`src/design/fcd_defs.svh`:
```
// Constants of the floppy command decoder and its host-side controller
`ifndef FCD_DEFS_SVH
`define FCD_DEFS_SVH
// Opcode patterns
`define FCD_OP_LOW5_MASK 8'h1F
`define FCD_OP_SCAN_HE 8'h1D
`define FCD_OP_SCAN_LE 8'h19
`define FCD_OP_VERIFY 8'h16
`define FCD_OP_WRITE 8'h05
`define FCD_OP_SEEK 8'h0F
`define FCD_OP_SENSE_DRV 8'h04
`define FCD_OP_SENSE_INT 8'h08
`define FCD_OP_SPECIFY 8'h03
`define FCD_OP_SET_TRK 8'h21
`define FCD_OP_SET_TRK_MASK 8'hBF
`define FCD_WNR_BIT 6
// Parameter and result byte counts
`define FCD_DISK_PARAMS 4'h8
`define FCD_DISK_RESULTS 3'h7
// Main status register bits
`define FCD_MSR_RQM 7
`define FCD_MSR_DIO 6
`define FCD_MSR_NDMA 5
`define FCD_MSR_BUSY 4
// Status byte values and bits
`define FCD_ST0_INVALID 8'h80
`define FCD_ST0_SEEK_END 5
`define FCD_ST2_SCAN_HIT 3
`define FCD_ST2_SCAN_NOT 2
// Base sector size, 128 bytes shifted by the size code
`define FCD_SECTOR_BASE 16'h0080
// Timing
`define FCD_CLK_NS 20
`define FCD_STEP_UNIT_NS 500000
// Host register offsets
`define FCD_REG_DATA 8'h00
`define FCD_REG_STATUS 8'h04
`define FCD_REG_IRQ_STAT 8'h08
`define FCD_REG_IRQ_MASK 8'h0C
`define FCD_REG_CFG 8'h10
// Interrupt status bits
`define FCD_IRQ_RESULT 0
`define FCD_IRQ_CMD_REQ 1
`define FCD_IRQ_DEV_INT 2
`define FCD_IRQ_REFUSED 3
`endif

```
`src/design/fcd_pkg.sv`:
```
// Types used by the command decoder end of the floppy command link
package fcd_pkg;
  typedef enum logic [3:0] {
    CMD_SCAN_HE, CMD_SCAN_LE, CMD_SEEK, CMD_SENSE_DRV, CMD_SENSE_INT,
    CMD_SET_TRK, CMD_SPECIFY, CMD_VERIFY, CMD_WRITE, CMD_INVALID
  } fcd_cmd_e;
  typedef enum logic [2:0] {
    ST_OPCODE, ST_PARAM, ST_DISPATCH, ST_SEEK, ST_EXEC, ST_RESULT
  } fcd_state_e;
endpackage

```
`src/design/fcd_link_if.sv`:
```
// Byte link between the host-side controller and the command decoder
`timescale 1ns/1ps
`default_nettype none
interface fcd_link_if;
  logic byte_wr;
  logic [7:0] wr_data;
  logic byte_rd;
  logic [7:0] rd_data;
  logic [7:0] main_status;
  logic dma_req;
  logic int_pending;
  logic extended_track_range;
  modport dev (input byte_wr, wr_data, byte_rd, extended_track_range,
               output rd_data, main_status, dma_req, int_pending);
  modport host (output byte_wr, wr_data, byte_rd, extended_track_range,
                input rd_data, main_status, dma_req, int_pending);
endinterface
`default_nettype wire

```
`src/design/fcd_device.sv`:
```
// Command decoder and phase sequencer of the floppy controller
//
// Notes on behaviour
// RL1: scan high-or-equal: opcode xxx11101, eight parameters
// RL2: scan low-or-equal: opcode xxx11001, eight parameters
// RL3: scans compare host against disk, seven results
// RL4: seek takes drive, track, nibble if extended
// RL5: seek steps head to target, no results
// RL6: sense drive status returns drive status byte
// RL7: sense interrupt returns status, track, nibble if extended
// RL8: set track reads or writes present track
// RL9: specify stores step, motor times, mode; silent
// RL10: verify reads disk only, seven results
// RL11: write data takes host bytes to disk
// RL12: second byte: implied seek, head, drive
// RL13: pending results set status bits 7, 6
// RL14: host finishes each phase before next opcode
//
// Design decisions made here: the placing of the registers and the APB interface to the registers.
`timescale 1ns/1ps
`include "fcd_defs.svh"
`default_nettype none
module fcd_device #(
  parameter int STEP_UNIT_CYC = `FCD_STEP_UNIT_NS / `FCD_CLK_NS,
  parameter int MAX_SIZE_CODE = 7
) (
  // Clock and reset
  input wire logic pclk,
  input wire logic presetn,
  // Link to the host side
  fcd_link_if.dev link,
  // Drive control and status pins
  output logic [1:0] drive_sel,
  output logic head_sel,
  output logic step_pulse,
  output logic step_inward,
  input wire logic drv_write_protect,
  input wire logic drv_ready,
  input wire logic drv_track0,
  // Disk data stream
  input wire logic disk_rd_valid,
  input wire logic [7:0] disk_rd_data,
  output logic disk_rd_ready,
  output logic disk_wr_valid,
  output logic [7:0] disk_wr_data
);
  if (MAX_SIZE_CODE > 7 || STEP_UNIT_CYC < 1) begin : g_chk
    $error("fcd_device: parameter out of range");
  end

  // Opcode decode
  function automatic fcd_pkg::fcd_cmd_e decode(input logic [7:0] op);
    logic [7:0] lo;
    lo = op & `FCD_OP_LOW5_MASK;
    if (lo == `FCD_OP_SCAN_HE) return fcd_pkg::CMD_SCAN_HE; // RL1
    if (lo == `FCD_OP_SCAN_LE) return fcd_pkg::CMD_SCAN_LE; // RL2
    if (lo == `FCD_OP_VERIFY) return fcd_pkg::CMD_VERIFY; // RL10
    if (lo == `FCD_OP_WRITE && op[5] == 1'b0) return fcd_pkg::CMD_WRITE; // RL11
    if (op == `FCD_OP_SEEK) return fcd_pkg::CMD_SEEK; // RL4
    if (op == `FCD_OP_SENSE_DRV) return fcd_pkg::CMD_SENSE_DRV; // RL6
    if (op == `FCD_OP_SENSE_INT) return fcd_pkg::CMD_SENSE_INT; // RL7
    if (op == `FCD_OP_SPECIFY) return fcd_pkg::CMD_SPECIFY; // RL9
    if ((op & `FCD_OP_SET_TRK_MASK) == `FCD_OP_SET_TRK) return fcd_pkg::CMD_SET_TRK; // RL8
    return fcd_pkg::CMD_INVALID;
  endfunction

  // Parameter bytes that follow the opcode
  function automatic logic [3:0] param_need(input fcd_pkg::fcd_cmd_e c, input logic extended_track_range);
    unique case (c)
      fcd_pkg::CMD_SCAN_HE, fcd_pkg::CMD_SCAN_LE, fcd_pkg::CMD_VERIFY,
      fcd_pkg::CMD_WRITE: return `FCD_DISK_PARAMS; // RL1 RL2
      fcd_pkg::CMD_SEEK: return extended_track_range ? 4'h3 : 4'h2; // RL4
      fcd_pkg::CMD_SENSE_DRV: return 4'h1;
      fcd_pkg::CMD_SET_TRK, fcd_pkg::CMD_SPECIFY: return 4'h2;
      fcd_pkg::CMD_SENSE_INT, fcd_pkg::CMD_INVALID: return 4'h0;
    endcase
  endfunction

  fcd_pkg::fcd_state_e state_r;
  fcd_pkg::fcd_cmd_e cmd_r;
  logic [7:0] par_r [0:8];
  logic [7:0] res_r [0:6];
  logic [11:0] ptr_r [0:3];
  logic [3:0] pidx_r, pneed_r;
  logic [2:0] ridx_r, rlen_r;
  logic [3:0] srt_r, mot_off_r;
  logic [6:0] mot_on_r;
  logic non_dma_r, int_pend_r, ret_exec_r, have_h_r, hit_r, notsat_r;
  logic [7:0] st0_int_r, hbuf_r;
  logic [11:0] target_r;
  logic [31:0] step_tmr_r;
  logic [15:0] bytes_left_r;
  logic [7:0] secs_left_r;
  logic [2:0] sync1_r, sync2_r;

  // Second byte fields of the current command
  logic [1:0] drv;
  logic hd, need_host, need_disk, h_ok, byte_done, last_byte;
  logic [15:0] sec_bytes;
  logic [7:0] st3, st0_norm;
  assign drv = par_r[1][1:0]; // RL12
  assign hd = par_r[1][2]; // RL12
  assign need_host = cmd_r inside {fcd_pkg::CMD_WRITE, fcd_pkg::CMD_SCAN_HE, fcd_pkg::CMD_SCAN_LE};
  assign need_disk = cmd_r inside {fcd_pkg::CMD_VERIFY, fcd_pkg::CMD_SCAN_HE, fcd_pkg::CMD_SCAN_LE};
  assign sec_bytes = `FCD_SECTOR_BASE << par_r[5][2:0];
  assign st3 = {1'b0, sync2_r[2], sync2_r[1], sync2_r[0], 1'b0, hd, drv}; // RL6
  assign st0_norm = {5'h00, hd, drv};

  // Drive status pins pass two flops before use
  always_ff @(posedge pclk or negedge presetn) begin
    if (!presetn) begin
      sync1_r <= 3'h0;
      sync2_r <= 3'h0;
    end else begin
      sync1_r <= {drv_write_protect, drv_ready, drv_track0};
      sync2_r <= sync1_r;
    end
  end

  // Exec phase byte movement; scans wait for the host byte before the disk byte
  assign h_ok = have_h_r || !need_host;
  assign disk_rd_ready = (state_r == fcd_pkg::ST_EXEC) && need_disk && h_ok;
  assign byte_done = (state_r == fcd_pkg::ST_EXEC) &&
                     (need_disk ? (disk_rd_valid && h_ok) : have_h_r);
  assign last_byte = (bytes_left_r == 16'h0001) && (secs_left_r == 8'h01);

  // Main status register image
  always_comb begin
    link.main_status = 8'h00;
    link.main_status[`FCD_MSR_RQM] = (state_r == fcd_pkg::ST_OPCODE) ||
      (state_r == fcd_pkg::ST_PARAM) || (state_r == fcd_pkg::ST_RESULT) || // RL13
      ((state_r == fcd_pkg::ST_EXEC) && need_host && !have_h_r && non_dma_r);
    link.main_status[`FCD_MSR_DIO] = (state_r == fcd_pkg::ST_RESULT); // RL13
    link.main_status[`FCD_MSR_NDMA] = (state_r == fcd_pkg::ST_EXEC) && non_dma_r;
    link.main_status[`FCD_MSR_BUSY] = (state_r != fcd_pkg::ST_OPCODE);
    if (state_r == fcd_pkg::ST_SEEK) link.main_status[drv] = 1'b1;
  end
  // DMA requests replace the status request when DMA mode is chosen
  assign link.dma_req = (state_r == fcd_pkg::ST_EXEC) && need_host && !have_h_r && !non_dma_r; // RL11
  assign link.rd_data = res_r[ridx_r];
  assign link.int_pending = int_pend_r;
  assign drive_sel = drv;
  assign head_sel = hd;

  // Phase sequencer
  always_ff @(posedge pclk or negedge presetn) begin
    if (!presetn) begin
      state_r <= fcd_pkg::ST_OPCODE;
      cmd_r <= fcd_pkg::CMD_INVALID;
      for (int i = 0; i < 9; i++) par_r[i] <= 8'h00;
      for (int i = 0; i < 7; i++) res_r[i] <= 8'h00;
      for (int i = 0; i < 4; i++) ptr_r[i] <= 12'h000;
      pidx_r <= 4'h0;
      pneed_r <= 4'h0;
      ridx_r <= 3'h0;
      rlen_r <= 3'h0;
      srt_r <= 4'h0;
      mot_off_r <= 4'h0;
      mot_on_r <= 7'h00;
      non_dma_r <= 1'b0;
      int_pend_r <= 1'b0;
      st0_int_r <= 8'h00;
      ret_exec_r <= 1'b0;
      target_r <= 12'h000;
      step_tmr_r <= 32'h0;
      step_pulse <= 1'b0;
      step_inward <= 1'b0;
      have_h_r <= 1'b0;
      hbuf_r <= 8'h00;
      hit_r <= 1'b0;
      notsat_r <= 1'b0;
      bytes_left_r <= 16'h0000;
      secs_left_r <= 8'h00;
      disk_wr_valid <= 1'b0;
      disk_wr_data <= 8'h00;
    end else begin
      step_pulse <= 1'b0;
      disk_wr_valid <= 1'b0;
      unique case (state_r)
        fcd_pkg::ST_OPCODE: if (link.byte_wr) begin
          cmd_r <= decode(link.wr_data);
          par_r[0] <= link.wr_data;
          pneed_r <= param_need(decode(link.wr_data), link.extended_track_range);
          pidx_r <= 4'h1;
          ridx_r <= 3'h0;
          if (decode(link.wr_data) == fcd_pkg::CMD_SENSE_INT) begin
            // No pending event answers as an invalid command
            res_r[0] <= int_pend_r ? st0_int_r : `FCD_ST0_INVALID; // RL7
            res_r[1] <= ptr_r[drv][7:0]; // RL7
            res_r[2] <= {ptr_r[drv][11:8], 4'h0}; // RL7
            rlen_r <= link.extended_track_range ? 3'h3 : 3'h2; // RL7
            int_pend_r <= 1'b0;
            state_r <= fcd_pkg::ST_RESULT;
          end else if (decode(link.wr_data) == fcd_pkg::CMD_INVALID) begin
            res_r[0] <= `FCD_ST0_INVALID;
            rlen_r <= 3'h1;
            state_r <= fcd_pkg::ST_RESULT; // RL13
          end else begin
            state_r <= fcd_pkg::ST_PARAM;
          end
        end
        fcd_pkg::ST_PARAM: if (link.byte_wr) begin
          par_r[pidx_r] <= link.wr_data;
          pidx_r <= pidx_r + 4'h1;
          if (pidx_r == pneed_r) state_r <= fcd_pkg::ST_DISPATCH;
        end
        fcd_pkg::ST_DISPATCH: begin
          unique case (cmd_r)
            fcd_pkg::CMD_SEEK: begin
              target_r <= {(link.extended_track_range ? par_r[3][7:4] : 4'h0), par_r[2]}; // RL4
              ret_exec_r <= 1'b0;
              state_r <= fcd_pkg::ST_SEEK;
            end
            fcd_pkg::CMD_SENSE_DRV: begin
              res_r[0] <= st3; // RL6
              rlen_r <= 3'h1;
              state_r <= fcd_pkg::ST_RESULT;
            end
            fcd_pkg::CMD_SET_TRK: begin
              // Upper byte select reaches the high nibble of the track
              if (par_r[0][`FCD_WNR_BIT] && par_r[1][2]) ptr_r[drv][11:8] <= par_r[2][3:0]; // RL8
              if (par_r[0][`FCD_WNR_BIT] && !par_r[1][2]) ptr_r[drv][7:0] <= par_r[2]; // RL8
              res_r[0] <= par_r[0][`FCD_WNR_BIT] ? par_r[2] :
                          (par_r[1][2] ? {4'h0, ptr_r[drv][11:8]} : ptr_r[drv][7:0]); // RL8
              rlen_r <= 3'h1;
              state_r <= fcd_pkg::ST_RESULT;
            end
            fcd_pkg::CMD_SPECIFY: begin
              srt_r <= par_r[1][7:4]; // RL9
              mot_off_r <= par_r[1][3:0]; // RL9
              mot_on_r <= par_r[2][7:1]; // RL9
              non_dma_r <= par_r[2][0]; // RL9
              state_r <= fcd_pkg::ST_OPCODE;
            end
            fcd_pkg::CMD_SENSE_INT, fcd_pkg::CMD_INVALID: state_r <= fcd_pkg::ST_OPCODE;
            default: begin
              bytes_left_r <= sec_bytes;
              // Sector count mode of verify covers several sectors
              secs_left_r <= (cmd_r == fcd_pkg::CMD_VERIFY && par_r[1][7] && par_r[8] != 8'h00) ?
                             par_r[8] : 8'h01; // RL10
              hit_r <= 1'b1;
              notsat_r <= 1'b0;
              have_h_r <= 1'b0;
              target_r <= {ptr_r[drv][11:8], par_r[2]};
              ret_exec_r <= 1'b1;
              if (cmd_r != fcd_pkg::CMD_VERIFY && par_r[1][7] && par_r[2] != ptr_r[drv][7:0])
                state_r <= fcd_pkg::ST_SEEK; // RL12
              else
                state_r <= fcd_pkg::ST_EXEC;
            end
          endcase
        end
        fcd_pkg::ST_SEEK: begin
          if (ptr_r[drv] == target_r) begin
            if (ret_exec_r) begin
              state_r <= fcd_pkg::ST_EXEC;
            end else begin
              st0_int_r <= st0_norm | (8'h01 << `FCD_ST0_SEEK_END); // RL5
              int_pend_r <= 1'b1;
              state_r <= fcd_pkg::ST_OPCODE; // RL5
            end
          end else if (step_tmr_r != 32'h0) begin
            step_tmr_r <= step_tmr_r - 32'h1;
          end else begin
            // Slower stepping for lower rate codes
            step_tmr_r <= 32'(16 - int'(srt_r)) * 32'(STEP_UNIT_CYC);
            step_pulse <= 1'b1; // RL5
            step_inward <= target_r > ptr_r[drv];
            ptr_r[drv] <= (target_r > ptr_r[drv]) ? ptr_r[drv] + 12'h001 : ptr_r[drv] - 12'h001;
          end
        end
        fcd_pkg::ST_EXEC: begin
          if (need_host && !have_h_r && link.byte_wr) begin
            hbuf_r <= link.wr_data; // RL11
            have_h_r <= 1'b1;
          end
          if (byte_done) begin
            have_h_r <= 1'b0;
            if (cmd_r == fcd_pkg::CMD_WRITE) begin
              disk_wr_valid <= 1'b1; // RL11
              disk_wr_data <= hbuf_r;
            end
            if (need_host && need_disk) begin
              if (disk_rd_data != hbuf_r) hit_r <= 1'b0; // RL3
              if (cmd_r == fcd_pkg::CMD_SCAN_HE ? disk_rd_data < hbuf_r
                                                : disk_rd_data > hbuf_r)
                notsat_r <= 1'b1; // RL3
            end
            if (last_byte) begin
              res_r[0] <= st0_norm; // RL3 RL10 RL11
              res_r[1] <= 8'h00;
              // Equality bit only means something for scans
              res_r[2] <= {4'h0, hit_r && disk_rd_data == hbuf_r && need_host && need_disk,
                           notsat_r, 2'h0};
              res_r[3] <= par_r[2];
              res_r[4] <= par_r[3];
              res_r[5] <= par_r[4];
              res_r[6] <= par_r[5];
              rlen_r <= `FCD_DISK_RESULTS;
              st0_int_r <= st0_norm;
              int_pend_r <= 1'b1;
              state_r <= fcd_pkg::ST_RESULT; // RL13
            end else if (bytes_left_r == 16'h0001) begin
              bytes_left_r <= sec_bytes;
              secs_left_r <= secs_left_r - 8'h01;
            end else begin
              bytes_left_r <= bytes_left_r - 16'h0001;
            end
          end
        end
        fcd_pkg::ST_RESULT: if (link.byte_rd) begin
          ridx_r <= ridx_r + 3'h1;
          if (ridx_r == rlen_r - 3'h1) state_r <= fcd_pkg::ST_OPCODE; // RL13
        end
      endcase
    end
  end
endmodule
`default_nettype wire

```
`src/flat_wrapper.sv`:
```
// flat-port wrapper written by rule: the top's interface ports become plain ports
module fcd_device_flat 
#(
  parameter int STEP_UNIT_CYC = `FCD_STEP_UNIT_NS / `FCD_CLK_NS,
  parameter int MAX_SIZE_CODE = 7
)
  (pclk, presetn, drive_sel, head_sel, step_pulse, step_inward, drv_write_protect, drv_ready, drv_track0, disk_rd_valid, disk_rd_data, disk_rd_ready, disk_wr_valid, disk_wr_data, link_byte_wr, link_wr_data, link_byte_rd, link_extended_track_range, link_rd_data, link_main_status, link_dma_req, link_int_pending);
  fcd_link_if link_i ();
  input wire logic pclk;
  input wire logic presetn;
  output logic [1:0] drive_sel;
  output logic head_sel;
  output logic step_pulse;
  output logic step_inward;
  input wire logic drv_write_protect;
  input wire logic drv_ready;
  input wire logic drv_track0;
  input wire logic disk_rd_valid;
  input wire logic [7:0] disk_rd_data;
  output logic disk_rd_ready;
  output logic disk_wr_valid;
  output logic [7:0] disk_wr_data;
  input wire logic [$bits(link_i.byte_wr)-1:0] link_byte_wr;
  input wire logic [$bits(link_i.wr_data)-1:0] link_wr_data;
  input wire logic [$bits(link_i.byte_rd)-1:0] link_byte_rd;
  input wire logic [$bits(link_i.extended_track_range)-1:0] link_extended_track_range;
  output wire logic [$bits(link_i.rd_data)-1:0] link_rd_data;
  output wire logic [$bits(link_i.main_status)-1:0] link_main_status;
  output wire logic [$bits(link_i.dma_req)-1:0] link_dma_req;
  output wire logic [$bits(link_i.int_pending)-1:0] link_int_pending;
  assign link_i.byte_wr = link_byte_wr;
  assign link_i.wr_data = link_wr_data;
  assign link_i.byte_rd = link_byte_rd;
  assign link_i.extended_track_range = link_extended_track_range;
  assign link_rd_data = link_i.rd_data;
  assign link_main_status = link_i.main_status;
  assign link_dma_req = link_i.dma_req;
  assign link_int_pending = link_i.int_pending;
  fcd_device #(.STEP_UNIT_CYC(STEP_UNIT_CYC), .MAX_SIZE_CODE(MAX_SIZE_CODE)) u_core (.pclk(pclk), .presetn(presetn), .link(link_i), .drive_sel(drive_sel), .head_sel(head_sel), .step_pulse(step_pulse), .step_inward(step_inward), .drv_write_protect(drv_write_protect), .drv_ready(drv_ready), .drv_track0(drv_track0), .disk_rd_valid(disk_rd_valid), .disk_rd_data(disk_rd_data), .disk_rd_ready(disk_rd_ready), .disk_wr_valid(disk_wr_valid), .disk_wr_data(disk_wr_data));
endmodule
```
`config.mk`:
```
export PLATFORM = sky130hd
export DESIGN_NAME = fcd_device_flat
export DESIGN_NICKNAME = d
export VERILOG_FILES = /design/src/design/fcd_pkg.sv /design/src/design/fcd_link_if.sv /design/src/design/fcd_device.sv /design/src/flat_wrapper.sv
export VERILOG_INCLUDE_DIRS = /design/src /design/src/design
export SDC_FILE = /design/constraint.sdc
export NUM_CORES = 1
export LEC_CHECK = 0
export ABC_AREA = 0
export BUFFER_PORTS_ARGS = -buffer_cell sky130_fd_sc_hd__buf_2
export CAP_MARGIN = 20
export CELL_PAD_IN_SITES_DETAIL_PLACEMENT = 2
export CELL_PAD_IN_SITES_GLOBAL_PLACEMENT = 2
export CORE_ASPECT_RATIO = 1.75
export CORE_MARGIN = 5
export CORE_UTILIZATION = 40
export DETAILED_ROUTE_END_ITERATION = 10
export PLACE_DENSITY_LB_ADDON = 0.1
export SLEW_MARGIN = 20
export SYNTH_ARGS = -nofsm -noshare
export SYNTH_HDL_FRONTEND = slang
export SYNTH_SLANG_ARGS = --single-unit
```
`constraint.sdc`:
```
create_clock -name pclk -period 7.3 [get_ports pclk]
set_input_delay 1.095 -clock pclk [delete_from_list [all_inputs] [get_ports pclk]]
set_output_delay 1.095 -clock pclk [all_outputs]
set_load 0.005 [all_outputs]
```
======== After elaboration in Yosys (flattened, before gate mapping) ========
Cells that the tools add are included.
cells by class
  $mul .................................... 1
  reductions and logical operators ........ 80
  shift operators ......................... 1
  multiplexer cells ....................... 350
  divide/modulo/power cells ............... 0
  bitwise logic cells ..................... 8
  eq/ne operators ......................... 65
  $add $sub $neg .......................... 9
  $lt $le $gt $ge ......................... 10
operator list
  cell                                                                    count
  4-bit two-way mux                                                       104
  48-bit two-way mux                                                      7
  8-bit two-way mux                                                       20
  1-bit two-way mux                                                       153
  48-bit bitwise mux                                                      3
  56-bit two-way mux                                                      2
  48-bit one-hot mux with 2 select lines                                  1
  16-bit two-way mux                                                      5
  72-bit bitwise mux                                                      1
  12-bit demux with 2-bit select                                          3
  72-bit two-way mux                                                      1
  16-bit one-hot mux with 2 select lines                                  2
  8-bit one-hot mux with 2 select lines                                   4
  12-bit two-way mux                                                      5
  3-bit two-way mux                                                       20
  2-bit != test (second input constant)                                   18
  8-bit demux with 4-bit select                                           1
  4-bit by 3-bit == test with 1-bit output (second input constant)        8
  32-bit by 13-bit multiplier with 29-bit output (second input constant)  1
  32-bit two-way mux                                                      1
  32-bit nonzero test                                                     1
  32-bit by 1-bit subtractor with 32-bit output (second input constant)   1
  1-bit logical AND                                                       26
  5-bit AND reduction                                                     5
  other kinds (78)                                                        131
word-level totals
  bits in registers ....................... 308
  latch bits .............................. 0
  memory bits (read-only) ................. 0
  memories kept ........................... 0
  RAM bits ................................ 0
  word-level logic and storage cells ...... 569

======== Longest topological paths before layout ========
Gate-level depths: netlist of the first run.
  word-level depth ........................ 148
  depth in mapped cells ................... 21
  mapped depth without buffers ............ 20

======== Worst setup path after synthesis of the first run ========
Ideal clock, no wire load.
  path kind ............................... reg2reg
  start point ............................. register u_core.par_r (netlist bit u_core.drive_sel[0])
  end point ............................... register u_core.ptr_r[22] (netlist bit)
  stages on the path, launching flop included .. 20
  arrival time ............................ 4652 ps
  setup time .............................. 123 ps
  buffers on the path ..................... 2
  slack ................................... 2525 ps
  data required time ...................... 7177 ps
  path through ............................ dfrtp_1 -> clkbuf_1 -> clkbuf_1 -> mux4_2 -> inv_1 -> ha_1 -> nand4_1 -> a21oi_1 -> nor4_1 -> or3_1 -> o21ai_0 -> inv_1 -> ha_1 -> nor2b_1 -> o21bai_1 -> a21oi_1 -> o41ai_1 -> o311ai_0 -> a21boi_0 -> o21ai_1
between the ends
  longest elaborated chain between the ends .. 13
ends and longest elaborated chain
  item                                                                                    line               RTL
  from (decl)                                                                             fcd_device.sv:81   logic [7:0] par_r [0:8];
  from (signal, indexed assignment)                                                       fcd_device.sv:203  par_r[pidx_r] <= link.wr_data;
  2-bit inverter with 3-bit output (*)                                                    --
  branches (longest 12 deep; another with 12-bit by 1-bit subtractor with 12-bit output)  --
  to (signal, indexed assignment)                                                         fcd_device.sv:221  if (par_r[0][`FCD_WNR_BIT] && par_r[1][2]) ptr_r[drv][11:8] <= par_r[2][3:0];
  to (signal, indexed assignment)                                                         fcd_device.sv:222  if (par_r[0][`FCD_WNR_BIT] && !par_r[1][2]) ptr_r[drv][7:0] <= par_r[2];
  to (signal, indexed assignment)                                                         fcd_device.sv:269  ptr_r[drv] <= (target_r > ptr_r[drv]) ? ptr_r[drv] + 12'h001 : ptr_r[drv] - 12'h001;
  to (decl)                                                                               fcd_device.sv:83   logic [11:0] ptr_r [0:3];
Every way passes the cells marked *. The select of a mux whose other input is x is not followed.
A chain may end at the register's enable or synchronous reset.

======== Final worst setup path of the first run ========
  start point ............................. register u_core.par_r (netlist bit u_core.drive_sel[0])
  end point ............................... register u_core.ptr_r[34] (netlist bit)
The elaborated chain is that of the path after synthesis.

==> results of run 1 <==
==> synthesized netlist by cell type, types with 6 or more instances <==
library cell / count / area (µm²)
and3_1: 6 / 37.5
and2_1: 9 / 56.3
mux4_2: 17 / 383
o31ai_1: 8 / 60.1
nand4_1: 17 / 106
mux2i_1: 22 / 220
xor2_1: 18 / 158
clkbuf_1: 65 / 244
a22oi_1: 33 / 248
xnor2_1: 32 / 280
mux2_2: 122 / 1370
o21ai_1: 41 / 205
o21ai_0: 100 / 500
or4_1: 13 / 97.6
a31oi_1: 7 / 43.8
ha_1: 67 / 838
a21oi_1: 86 / 430
nor2_1: 112 / 420
a21o_1: 12 / 90.1
nor3_1: 42 / 210
nor2b_1: 10 / 62.6
o21bai_1: 6 / 45.0
o41ai_1: 6 / 52.6
dfrtp_1: 275 / 6880
nor4_1: 20 / 125
nand3_1: 26 / 130
nor3b_1: 8 / 60.1
buf_1: 7 / 26.3
nand2_1: 138 / 518
inv_1: 69 / 259
o211ai_1: 7 / 52.6
a22o_1: 20 / 175
nand2b_1: 10 / 62.6
a211oi_1: 9 / 67.6
or3_1: 13 / 81.3
==> cell type report <==
| class | count | area [µm²] | share of cell area |
|---|---|---|---|
| multi-input cells | 1127 | 8140 | 0.463 |
| well taps | 490 | 613 | 0.0349 |
| flip-flops and latches | 277 | 6930 | 0.394 |
| repair buffers | 83 | 510 | 0.0290 |
| clock buffers | 34 | 774 | 0.0440 |
| inverters | 75 | 282 | 0.0160 |
| diodes | 1 | 2.50 | 0.000142 |
| clock inverters | 20 | 332 | 0.0188 |
==> cell families after synthesis <==
family / Yosys count
and+or+nand+nor: 458
AOI/OAI and AO/OA: 382
DFF: 277
muxes: 165
buffers and inverters: 158
adders and majority gates: 72
xor gates and xnor gates: 50
==> sequential cells by signal, indices dropped and copies added, names as in the netlist, 12 cells and up <==
register,flops
u_core.bytes_left_r,16
u_core.par_r,45
u_core.step_tmr_r,32
u_core.target_r,12
u_core.res_r,54
u_core.ptr_r,48
==> per-stage QoR <==
stage	instances	util
global route	2106	0.451
detailed placement	2050	0.421
global placement	2050	0.421
floorplan	1562	-
CTS	2104	0.449
finish	2107	0.451
==> power by group <==
| part | internal, W | total, W | switching [W] |
|---|---|---|---|
| clock | 0.00105 | 0.00174 | 0.000688 |
| combinational | 0.0000147 | 0.0000769 | 0.0000622 |
| sequential | 0.00154 | 0.00154 | 0.00000171 |
==> metal layers <==
metal,routed length [µm],vias up
met2,31100,216
met4,4080,0
met3,1270,140
li1,-,5714
met1,19500,6548
met5,0,-
==> worst min-delay path by stage <==
stage                                    to  slack, ns  cells after the start               from
after global routing      u_core.sync2_r[2]       0.36                      0  u_core.sync1_r[2]
after global placement    u_core.sync2_r[2]       0.33                      0  u_core.sync1_r[2]
final                     u_core.sync2_r[2]       0.35                      0  u_core.sync1_r[2]
after floorplan           u_core.sync2_r[0]       0.33                      0  u_core.sync1_r[0]
after CTS                 u_core.sync2_r[2]       0.35                      0  u_core.sync1_r[2]
after detailed placement  u_core.sync2_r[2]       0.34                      0  u_core.sync1_r[2]
==> results.tsv, run 1 <==
metric	value	unit
largest net degree at the start of global routing	126	
HP Class	register to register	
Leak	7.84	nW
Simple-Gate Fraction of Synth Area	0.149	
die area	0.0435	mm²
gr busiest metal	met2	
vias per cell	5.99	
commonest cells after routing, fill and taps aside	dfrtp_1 (275), nand2_1 (138), mux2_2 (122)	
post-synthesis sequential area ratio	0.441	
slew at the pin closest to its max-slew limit	1.07	ns
Synth Area in XOR/XNOR	0.0279	
Rel. slew slack	0.284	
CP endpoint kind	register	
flop2flop setup slack	1.52	ns
hold slack	0.351	ns
first-pass GRT wire length	86400	µm
Setup Buffers After CTS	0	
Netlist cell types	86	
GR met2 Demand/Resource	0.496	
RSZ-0062 raised after global routing	false	
Slew Viols, Final	0	
grt met3 use	0.0280	
mux cell area share after synthesis	0.129	
pre-CTS setup slack	1.43	ns
layout cells sized above 1	0.192	
Max Fclk	0.173	GHz
GRT met1 Usage	0.255	
Setup TNS	0	ns
peak supply drop	0.177	mV
most common cell after layout, fill and taps aside	dfrtp_1	
Post-synth EDFFs	0	
nets	1690	
row cnt	96	
skew final	0.0160	ns
Initial Util	0.402	
hold buffers post-CTS	0	
Async S/R FF share, synth	1.00	
Clock Path Buffers	3	
P&R area growth vs syn	12.0	%
reg-to-reg endpoint	u_core.ptr_r[34]	
drc violations	0	
IO Pins	58	
Synth Instances	1562	
syn_nets	1659	
Worst path slowest cell	dfrtp_1	
CTS H-tree lvls	1	
Final Hold Vio Count	0	
compound-gate portion of the synthesized area	0.151	
Max Cap Viol	0	
main combinational cell family by area after synthesis	compound AO/OA/AOI/OAI gates	
Detail Route Antenna Nets	0	
final setup violation count	0	
kind of cell adding the most delay to the critical path	compound AO/OA/AOI/OAI gates	
Clk pin slew, worst setup/hold paths	0.07	ns
dpl cell area	0.0164	mm²
post-route minimum period	5.78	ns
Die W	160	µm
aggregate global-route resource usage	0.256	
crit path kind	register to register	
Post-Route WL	56000	µm
worst setup path endpoint	u_core.ptr_r[34]	
Core ar.	0.0390	mm²
Worst EP arrival	6.29	ns
chip height	272	µm
Final WS setup	1.52	ns
Crit path depth	18	
grt total ovfl	0	
CTS sink cnt	277	
DR WL/cell	26.6	µm
synthesized area	0.0157	mm²
initial antenna violation count	0	
Root Buffer	clkbuf_16	
cells on worst reg2reg path	18	
PostCTS Resize Cnt	0	
status	complete, no violations	
CP startpoint kind	register	
FF-to-FF Start	u_core.drive_sel[0]	
YS warnings	0	
most common flop cell mapped by yosys	dfrtp_1	
post-synthesis adder-cell area fraction	0.0597	
number of global-route vias before repair	14400	
Pre-antenna DRT Iters	4	
syn_area_per_cell	10.1	µm²
CP peak stage delay	0.96	ns
CP bufs+invs	3	
fin crit share	0.792	
Initial DRC Count	547	
CP Launch Point	u_core.drive_sel[0]	
critical path, cell by cell	buf_4 > mux4_2 > inv_1 > ha_1 > o21ai_0 > a21oi_1 > nor4_1 > or3_1 > o21ai_0 > inv_1 > ha_1 > nor2b_1 > o21bai_1 > a21oi_1 > o41ai_1 > o311ai_0 > a21boi_0 > o21ai_1	
FF+latch count, synth	277	
total power	0.00335	W
hpwl dp	41600	µm
DR vias	12600	
power per cell area	191	mW/mm²
total CTS buffers	29	
FILL cells	4110	
I/O Buffers	57	
RePlAce Congestion	0.902	
critical path required time	7.81	ns
post-route cell area	0.0176	mm²
CTS tree	done	
Worst-Skew Late Latency	0.59	ns
worst-path maximum fanout	17	
No activity file was read; power rests on OpenSTA's default activity.
==> inputs of run 2 (changes only) <==
- CORE_UTILIZATION: 40 -> 37
- clock period: 7.3 -> 5.13 ns (I/O delays scaled with it)
==> results.tsv, run 2 (synthesis gave the netlist of run 1 again) <==
metric	value	unit	change
status	complete, no violations		unchanged
Setup Buffers After CTS	0		unchanged
Clk pin slew, worst setup/hold paths	0.07	ns	about the same
Final Hold Vio Count	0		unchanged
Post-Route WL	55400	µm	was 56,000 µm
hpwl dp	41600	µm	about the same
Max Cap Viol	0		unchanged
chip height	283	µm	was 272 µm
Initial Util	0.371		was 0.402
final non-filler cell total	2186		was 2,107
Final WS setup	0.414	ns	was 1.52 ns
most frequent CP cell	a21oi_1		
RSZ-0062 raised after global routing	false		unchanged
Pre-antenna DRT Iters	4		unchanged
PostCTS Resize Cnt	0		unchanged
Root Buffer	clkbuf_16		unchanged
critical path required time	5.57	ns	was 7.81 ns
peak supply drop	0.227	mV	was 0.177 mV
CTS tree	done		unchanged
dpl cell area	0.0166	mm²	was 0.0164 mm²
aggregate global-route resource usage	0.234		was 0.256
drc violations	0		unchanged
power per cell area	257	mW/mm²	was 191 mW/mm²
CTS H-tree lvls	1		unchanged
Core ar.	0.0423	mm²	was 0.0390 mm²
max FFs per register	54		unchanged
critical path, cell by cell	buf_12 > mux4_2 > inv_1 > ha_1 > o21ai_0 > a21oi_1 > nor4_1 > or3_1 > o21ai_1 > inv_2 > ha_1 > a21oi_1 > nand2b_1 > o21ai_1 > o21ai_0 > nor3_1 > a21oi_1 > xnor2_1 > o31ai_1		was buf_4 > mux4_2 > inv_1 > ha_1 > o21ai_0 > a21oi_1 > nor4_1 > or3_1 > o21ai_0 > inv_1 > ha_1 > nor2b_1 > o21bai_1 > a21oi_1 > o41ai_1 > o311ai_0 > a21boi_0 > o21ai_1
pre-CTS setup slack	0.195	ns	was 1.43 ns
post-route minimum period	4.72	ns	was 5.78 ns
RePlAce Congestion	0.836		was 0.902
number of global-route vias before repair	14300		was 14,400
I/O Buffers	57		unchanged
placed insts	2133		was 2,050
Worst-Skew Late Latency	0.60	ns	was 0.59 ns
kind of cell adding the most delay to the critical path	compound AO/OA/AOI/OAI gates		unchanged
slew at the pin closest to its max-slew limit	1.08	ns	was 1.07 ns
CP endpoint kind	register		unchanged
skew final	0.0294	ns	was 0.0160 ns
Worst path slowest cell	mux4_2		was dfrtp_1
cells on worst reg2reg path	19		was 18
fin crit share	0.919		was 0.792
CTS sink cnt	277		unchanged
Setup TNS	0	ns	unchanged
most common cell after layout, fill and taps aside	dfrtp_1		unchanged
Leak	7.87	nW	was 7.84 nW
worst-path maximum fanout	21		was 17
final setup violation count	0		unchanged
P&R area growth vs syn	12.5	%	was 12.0%
Crit path depth	19		was 18
hold buffers post-CTS	0		unchanged
Worst EP arrival	5.16	ns	was 6.29 ns
Initial DRC Count	473		was 547
largest net degree at the start of global routing	108		was 126
vias per cell	5.75		was 5.99
CP peak stage delay	0.67	ns	was 0.96 ns
biggest registers after layout	u_core.res_r x54, u_core.ptr_r x48, u_core.par_r x45		unchanged
commonest cells after routing, fill and taps aside	dfrtp_1 (275), nand2_1 (138), mux2_2 (122)		unchanged
nets	1702		was 1,690
Rel. slew slack	0.272		was 0.284
core occupancy in the finished layout	0.418		was 0.451
CP bufs+invs	3		unchanged
initial antenna violation count	6		was 0
post-route cell area	0.0177	mm²	was 0.0176 mm²
Detail Route Antenna Nets	0		unchanged
total CTS buffers	30		was 29
CP startpoint kind	register		unchanged
layout cells sized above 1	0.195		was 0.192
first-pass GRT wire length	85800	µm	was 86,400 µm
Slew Viols, Final	0		unchanged
Clock Path Buffers	3		unchanged
Max Fclk	0.212	GHz	was 0.173 GHz
crit path kind	register to register		unchanged
FILL cells	4602		was 4,110
DR vias	12600		about the same
HP Class	input port to asynchronous set/reset pin		was register to register
die area	0.0468	mm²	was 0.0435 mm²
Biggest register	u_core.res_r		unchanged
grt total ovfl	0		unchanged
Die W	166	µm	was 160 µm
row cnt	100		was 96
IO Pins	58		unchanged
DR WL/cell	25.4	µm	was 26.6 µm
run 2: final cells by class:
type | instances | area, µm² | area share
timing repair buffer | 94 | 598 | 0.0339
antenna | 1 | 2.50 | 0.000142
tap | 561 | 702 | 0.0397
inverter | 75 | 282 | 0.0159
clock buffer | 43 | 890 | 0.0504
clock inverter | 8 | 118 | 0.00666
multi-input combinational | 1127 | 8140 | 0.461
sequential | 277 | 6930 | 0.392
run 2: path summary, 6_finish.rpt:
kind	from	end	slack [ns]
worst max-delay path	u_core.drive_sel[0]	u_core.ptr_r[35]	0.41
worst min-delay path	presetn	u_core.bytes_left_r[9]	0.19
worst max register to register	u_core.drive_sel[0]	u_core.ptr_r[35]	0.41
worst min register to register	u_core.sync1_r[2]	u_core.sync2_r[2]	0.35
max in group asynchronous	presetn	u_core.step_tmr_r[17]	3.61
min in group pclk	drv_ready	u_core.sync1_r[1]	0.28
run 2: per-stage QoR:
step | hold slack [ns] | power (W)
floorplan | 0.331 | 0.00225
global placement | 0.335 | 0.00235
detailed placement | 0.339 | 0.00235
CTS | 0.247 | 0.00463
global route | 0.260 | 0.00471
finish | 0.194 | 0.00455
run 2: where the power goes:
part           internal [W]  switching, W
Combinational     0.0000219     0.0000921
Clock               0.00130      0.000946
Sequential          0.00219    0.00000251
run 2: metal layers:
metal  global-route usage  share of wire  up-vias  wire (µm)
met5                    0              0        -          0
met4                0.104          0.053        0       2940
met3               0.0238          0.022      122       1220
met2                0.463           0.55      175      30500
met1                0.250           0.37     6531      20800
li1                     -              -     5742          -
==> inputs of run 3 (changes only) <==
- CORE_UTILIZATION: 37 -> 40
- clock period: 5.13 -> 4.8 ns (I/O delays scaled with it)
==> results.tsv, run 3 (synthesis gave the netlist of run 1 again) <==
metric	value	unit	change
grt total ovfl	0		unchanged
row cnt	96		was 100
initial antenna violation count	0		was 6
Clk pwr share	0.485		was 0.493
CP peak stage delay	0.53	ns	was 0.67 ns
total CTS buffers	29		was 30
hold slack	0.144	ns	was 0.194 ns
P&R area growth vs syn	12.6	%	was 12.5%
Post-Route WL	54700	µm	was 55,400 µm
biggest registers after layout	u_core.res_r x54, u_core.ptr_r x48, u_core.par_r x45		unchanged
skew final	0.0135	ns	was 0.0294 ns
Comb power frac	0.025		about the same
Initial Util	0.402		was 0.371
Pre-antenna DRT Iters	4		unchanged
RePlAce Congestion	0.877		was 0.836
Worst EP arrival	4.91	ns	was 5.16 ns
core occupancy in the finished layout	0.453		was 0.418
Worst-Skew Late Latency	0.58	ns	was 0.60 ns
hpwl dp	41900	µm	was 41,600 µm
pre-CTS setup slack	-0.0420	ns	was 0.195 ns
Final Hold Vio Count	0		unchanged
I/O Buffers	57		unchanged
CP Launch Point	u_core.drive_sel[0]		unchanged
critical path required time	5.26	ns	was 5.57 ns
final setup violation count	0		unchanged
fin crit share	0.927		was 0.919
CTS H-tree lvls	1		unchanged
number of global-route vias before repair	14300		about the same
Die W	160	µm	was 166 µm
worst-path maximum fanout	22		was 21
critical path, cell by cell	buf_12 > mux4_2 > inv_1 > ha_1 > o21ai_0 > a21oi_1 > nor4_2 > or3_1 > o21ai_2 > inv_2 > buf_4 > ha_1 > a21o_1 > a21o_1 > a21oi_1 > o21ai_0 > xnor2_1 > buf_4 > o21ai_0 > mux2_1		was buf_12 > mux4_2 > inv_1 > ha_1 > o21ai_0 > a21oi_1 > nor4_1 > or3_1 > o21ai_1 > inv_2 > ha_1 > a21oi_1 > nand2b_1 > o21ai_1 > o21ai_0 > nor3_1 > a21oi_1 > xnor2_1 > o31ai_1
cell internal pwr	0.00367	W	was 0.00351 W
net switching power figure	0.00110	W	was 0.00104 W
flop2flop setup slack	0.35	ns	was 0.41 ns
status	complete, no violations		unchanged
drc violations	0		unchanged
Worst path slowest cell	mux4_2		unchanged
power per cell area	270	mW/mm²	was 257 mW/mm²
DR vias	12700		was 12,600
die area	0.0435	mm²	was 0.0468 mm²
Max Fclk	0.225	GHz	was 0.212 GHz
final non-filler cell total	2131		was 2,186
layout cells sized above 1	0.205		was 0.195
Clock Path Buffers	3		unchanged
largest net degree at the start of global routing	99		was 108
Max Cap Viol	0		unchanged
DR WL/cell	25.7	µm	was 25.4 µm
Biggest register	u_core.res_r		unchanged
Initial DRC Count	382		was 473
most common cell after layout, fill and taps aside	dfrtp_1		unchanged
crit path kind	register to register		unchanged
Switching Fraction	0.231		was 0.229
IO Pins	58		unchanged
Final WS setup	0.349	ns	was 0.414 ns
chip height	272	µm	was 283 µm
CP startpoint kind	register		unchanged
most frequent CP cell	o21ai_0		was a21oi_1
first-pass GRT wire length	85000	µm	was 85,800 µm
CTS tree	done		unchanged
Clk pin slew, worst setup/hold paths	0.07	ns	about the same
Slew Viols, Final	0		unchanged
aggregate global-route resource usage	0.250		was 0.234
CTS sink cnt	277		unchanged
Leak	7.91	nW	was 7.87 nW
FF-to-FF Start	u_core.drive_sel[0]		unchanged
Root Buffer	clkbuf_16		unchanged
slew at the pin closest to its max-slew limit	1.12	ns	was 1.08 ns
RSZ-0062 raised after global routing	false		unchanged
peak supply drop	0.255	mV	was 0.227 mV
max FFs per register	54		unchanged
placed insts	2075		was 2,133
Detail Route Antenna Nets	0		unchanged
commonest cells after routing, fill and taps aside	dfrtp_1 (275), nand2_1 (138), mux2_2 (122)		unchanged
sequential fraction of design power	0.491		was 0.481
post-route minimum period	4.45	ns	was 4.72 ns
Core ar.	0.0390	mm²	was 0.0423 mm²
Rel. slew slack	0.250		was 0.272
nets	1716		was 1,702
diodes inserted	0		was 1
vias per cell	5.94		was 5.75
CP endpoint kind	register		unchanged
HP Class	input port to asynchronous set/reset pin		unchanged
[run 3: final timing paths]
| path | cells past startpoint | end |
|---|---|---|
| setup / recovery | 20 | u_core.ptr_r[9] |
| hold / removal | 1 | u_core.disk_wr_data[2] |
| setup reg to reg | 20 | u_core.ptr_r[9] |
| hold reg to reg | 0 | u_core.sync2_r[2] |
| max in group asynchronous | 2 | u_core.ptr_r[13] |
| min in group pclk | 1 | u_core.sync1_r[1] |
[run 3: critical path: cells and delay by family (launching register included)]
family | cells | cell delay, ns
xor gates and xnor gates | 1 | 0.19
and+or+nand+nor | 2 | 0.49
DFF | 1 | 0.39
adders and majority gates | 2 | 0.58
AOI/OAI and AO/OA | 8 | 1.02
muxes | 2 | 0.83
buffers and inverters | 5 | 0.80
[run 3: final cells by class]
class                      count  area [µm²]
multi-input combinational   1127        8180
fill                        4100       21400
tap                          490         613
inverter                      75         282
clock inverter                11         134
timing repair buffer         109         708
clock buffer                  42         825
sequential                   277        6930
[run 3: routing by layer]
| layer | global-route usage | vias to the layer above | share of wire |
|---|---|---|---|
| li1 | - | 5767 | - |
| met1 | 0.243 | 6583 | 0.35 |
| met2 | 0.511 | 185 | 0.57 |
| met3 | 0.0229 | 119 | 0.020 |
| met4 | 0.127 | 0 | 0.060 |
| met5 | 0 | - | 0 |
[run 3: what timing repair did]
item | 4_1_cts | 5_1_grt
setup endpoints to repair | 6 | 21
pin swaps | 1 | 1
hold buffers | 0 | 0
setup buffers | 1 | 1
cloned | 0 | 0
resized for setup | 1 | 9
[run 3: power groups by stage]
stage	combinational, W	sequential, W	clock [W]
final	0.000118	0.00234	0.00231
after floorplan	0.0000275	0.00238	0
after CTS	0.000123	0.00234	0.00239
after detailed placement	0.000122	0.00238	0
after global routing	0.000131	0.00234	0.00248
after global placement	0.000120	0.00238	0
[run 3: through the flow]
stage | TNS (ns) | total power, W | area [µm²]
3_5_place_dp | -0.0897 | 0.00250 | 16700
6_report | 0 | 0.00477 | 17700
2_1_floorplan | 0 | 0.00241 | 15700
3_3_place_gp | 0 | 0.00250 | 16700
4_1_cts | 0 | 0.00485 | 17600
5_1_grt | 0 | 0.00495 | 17700
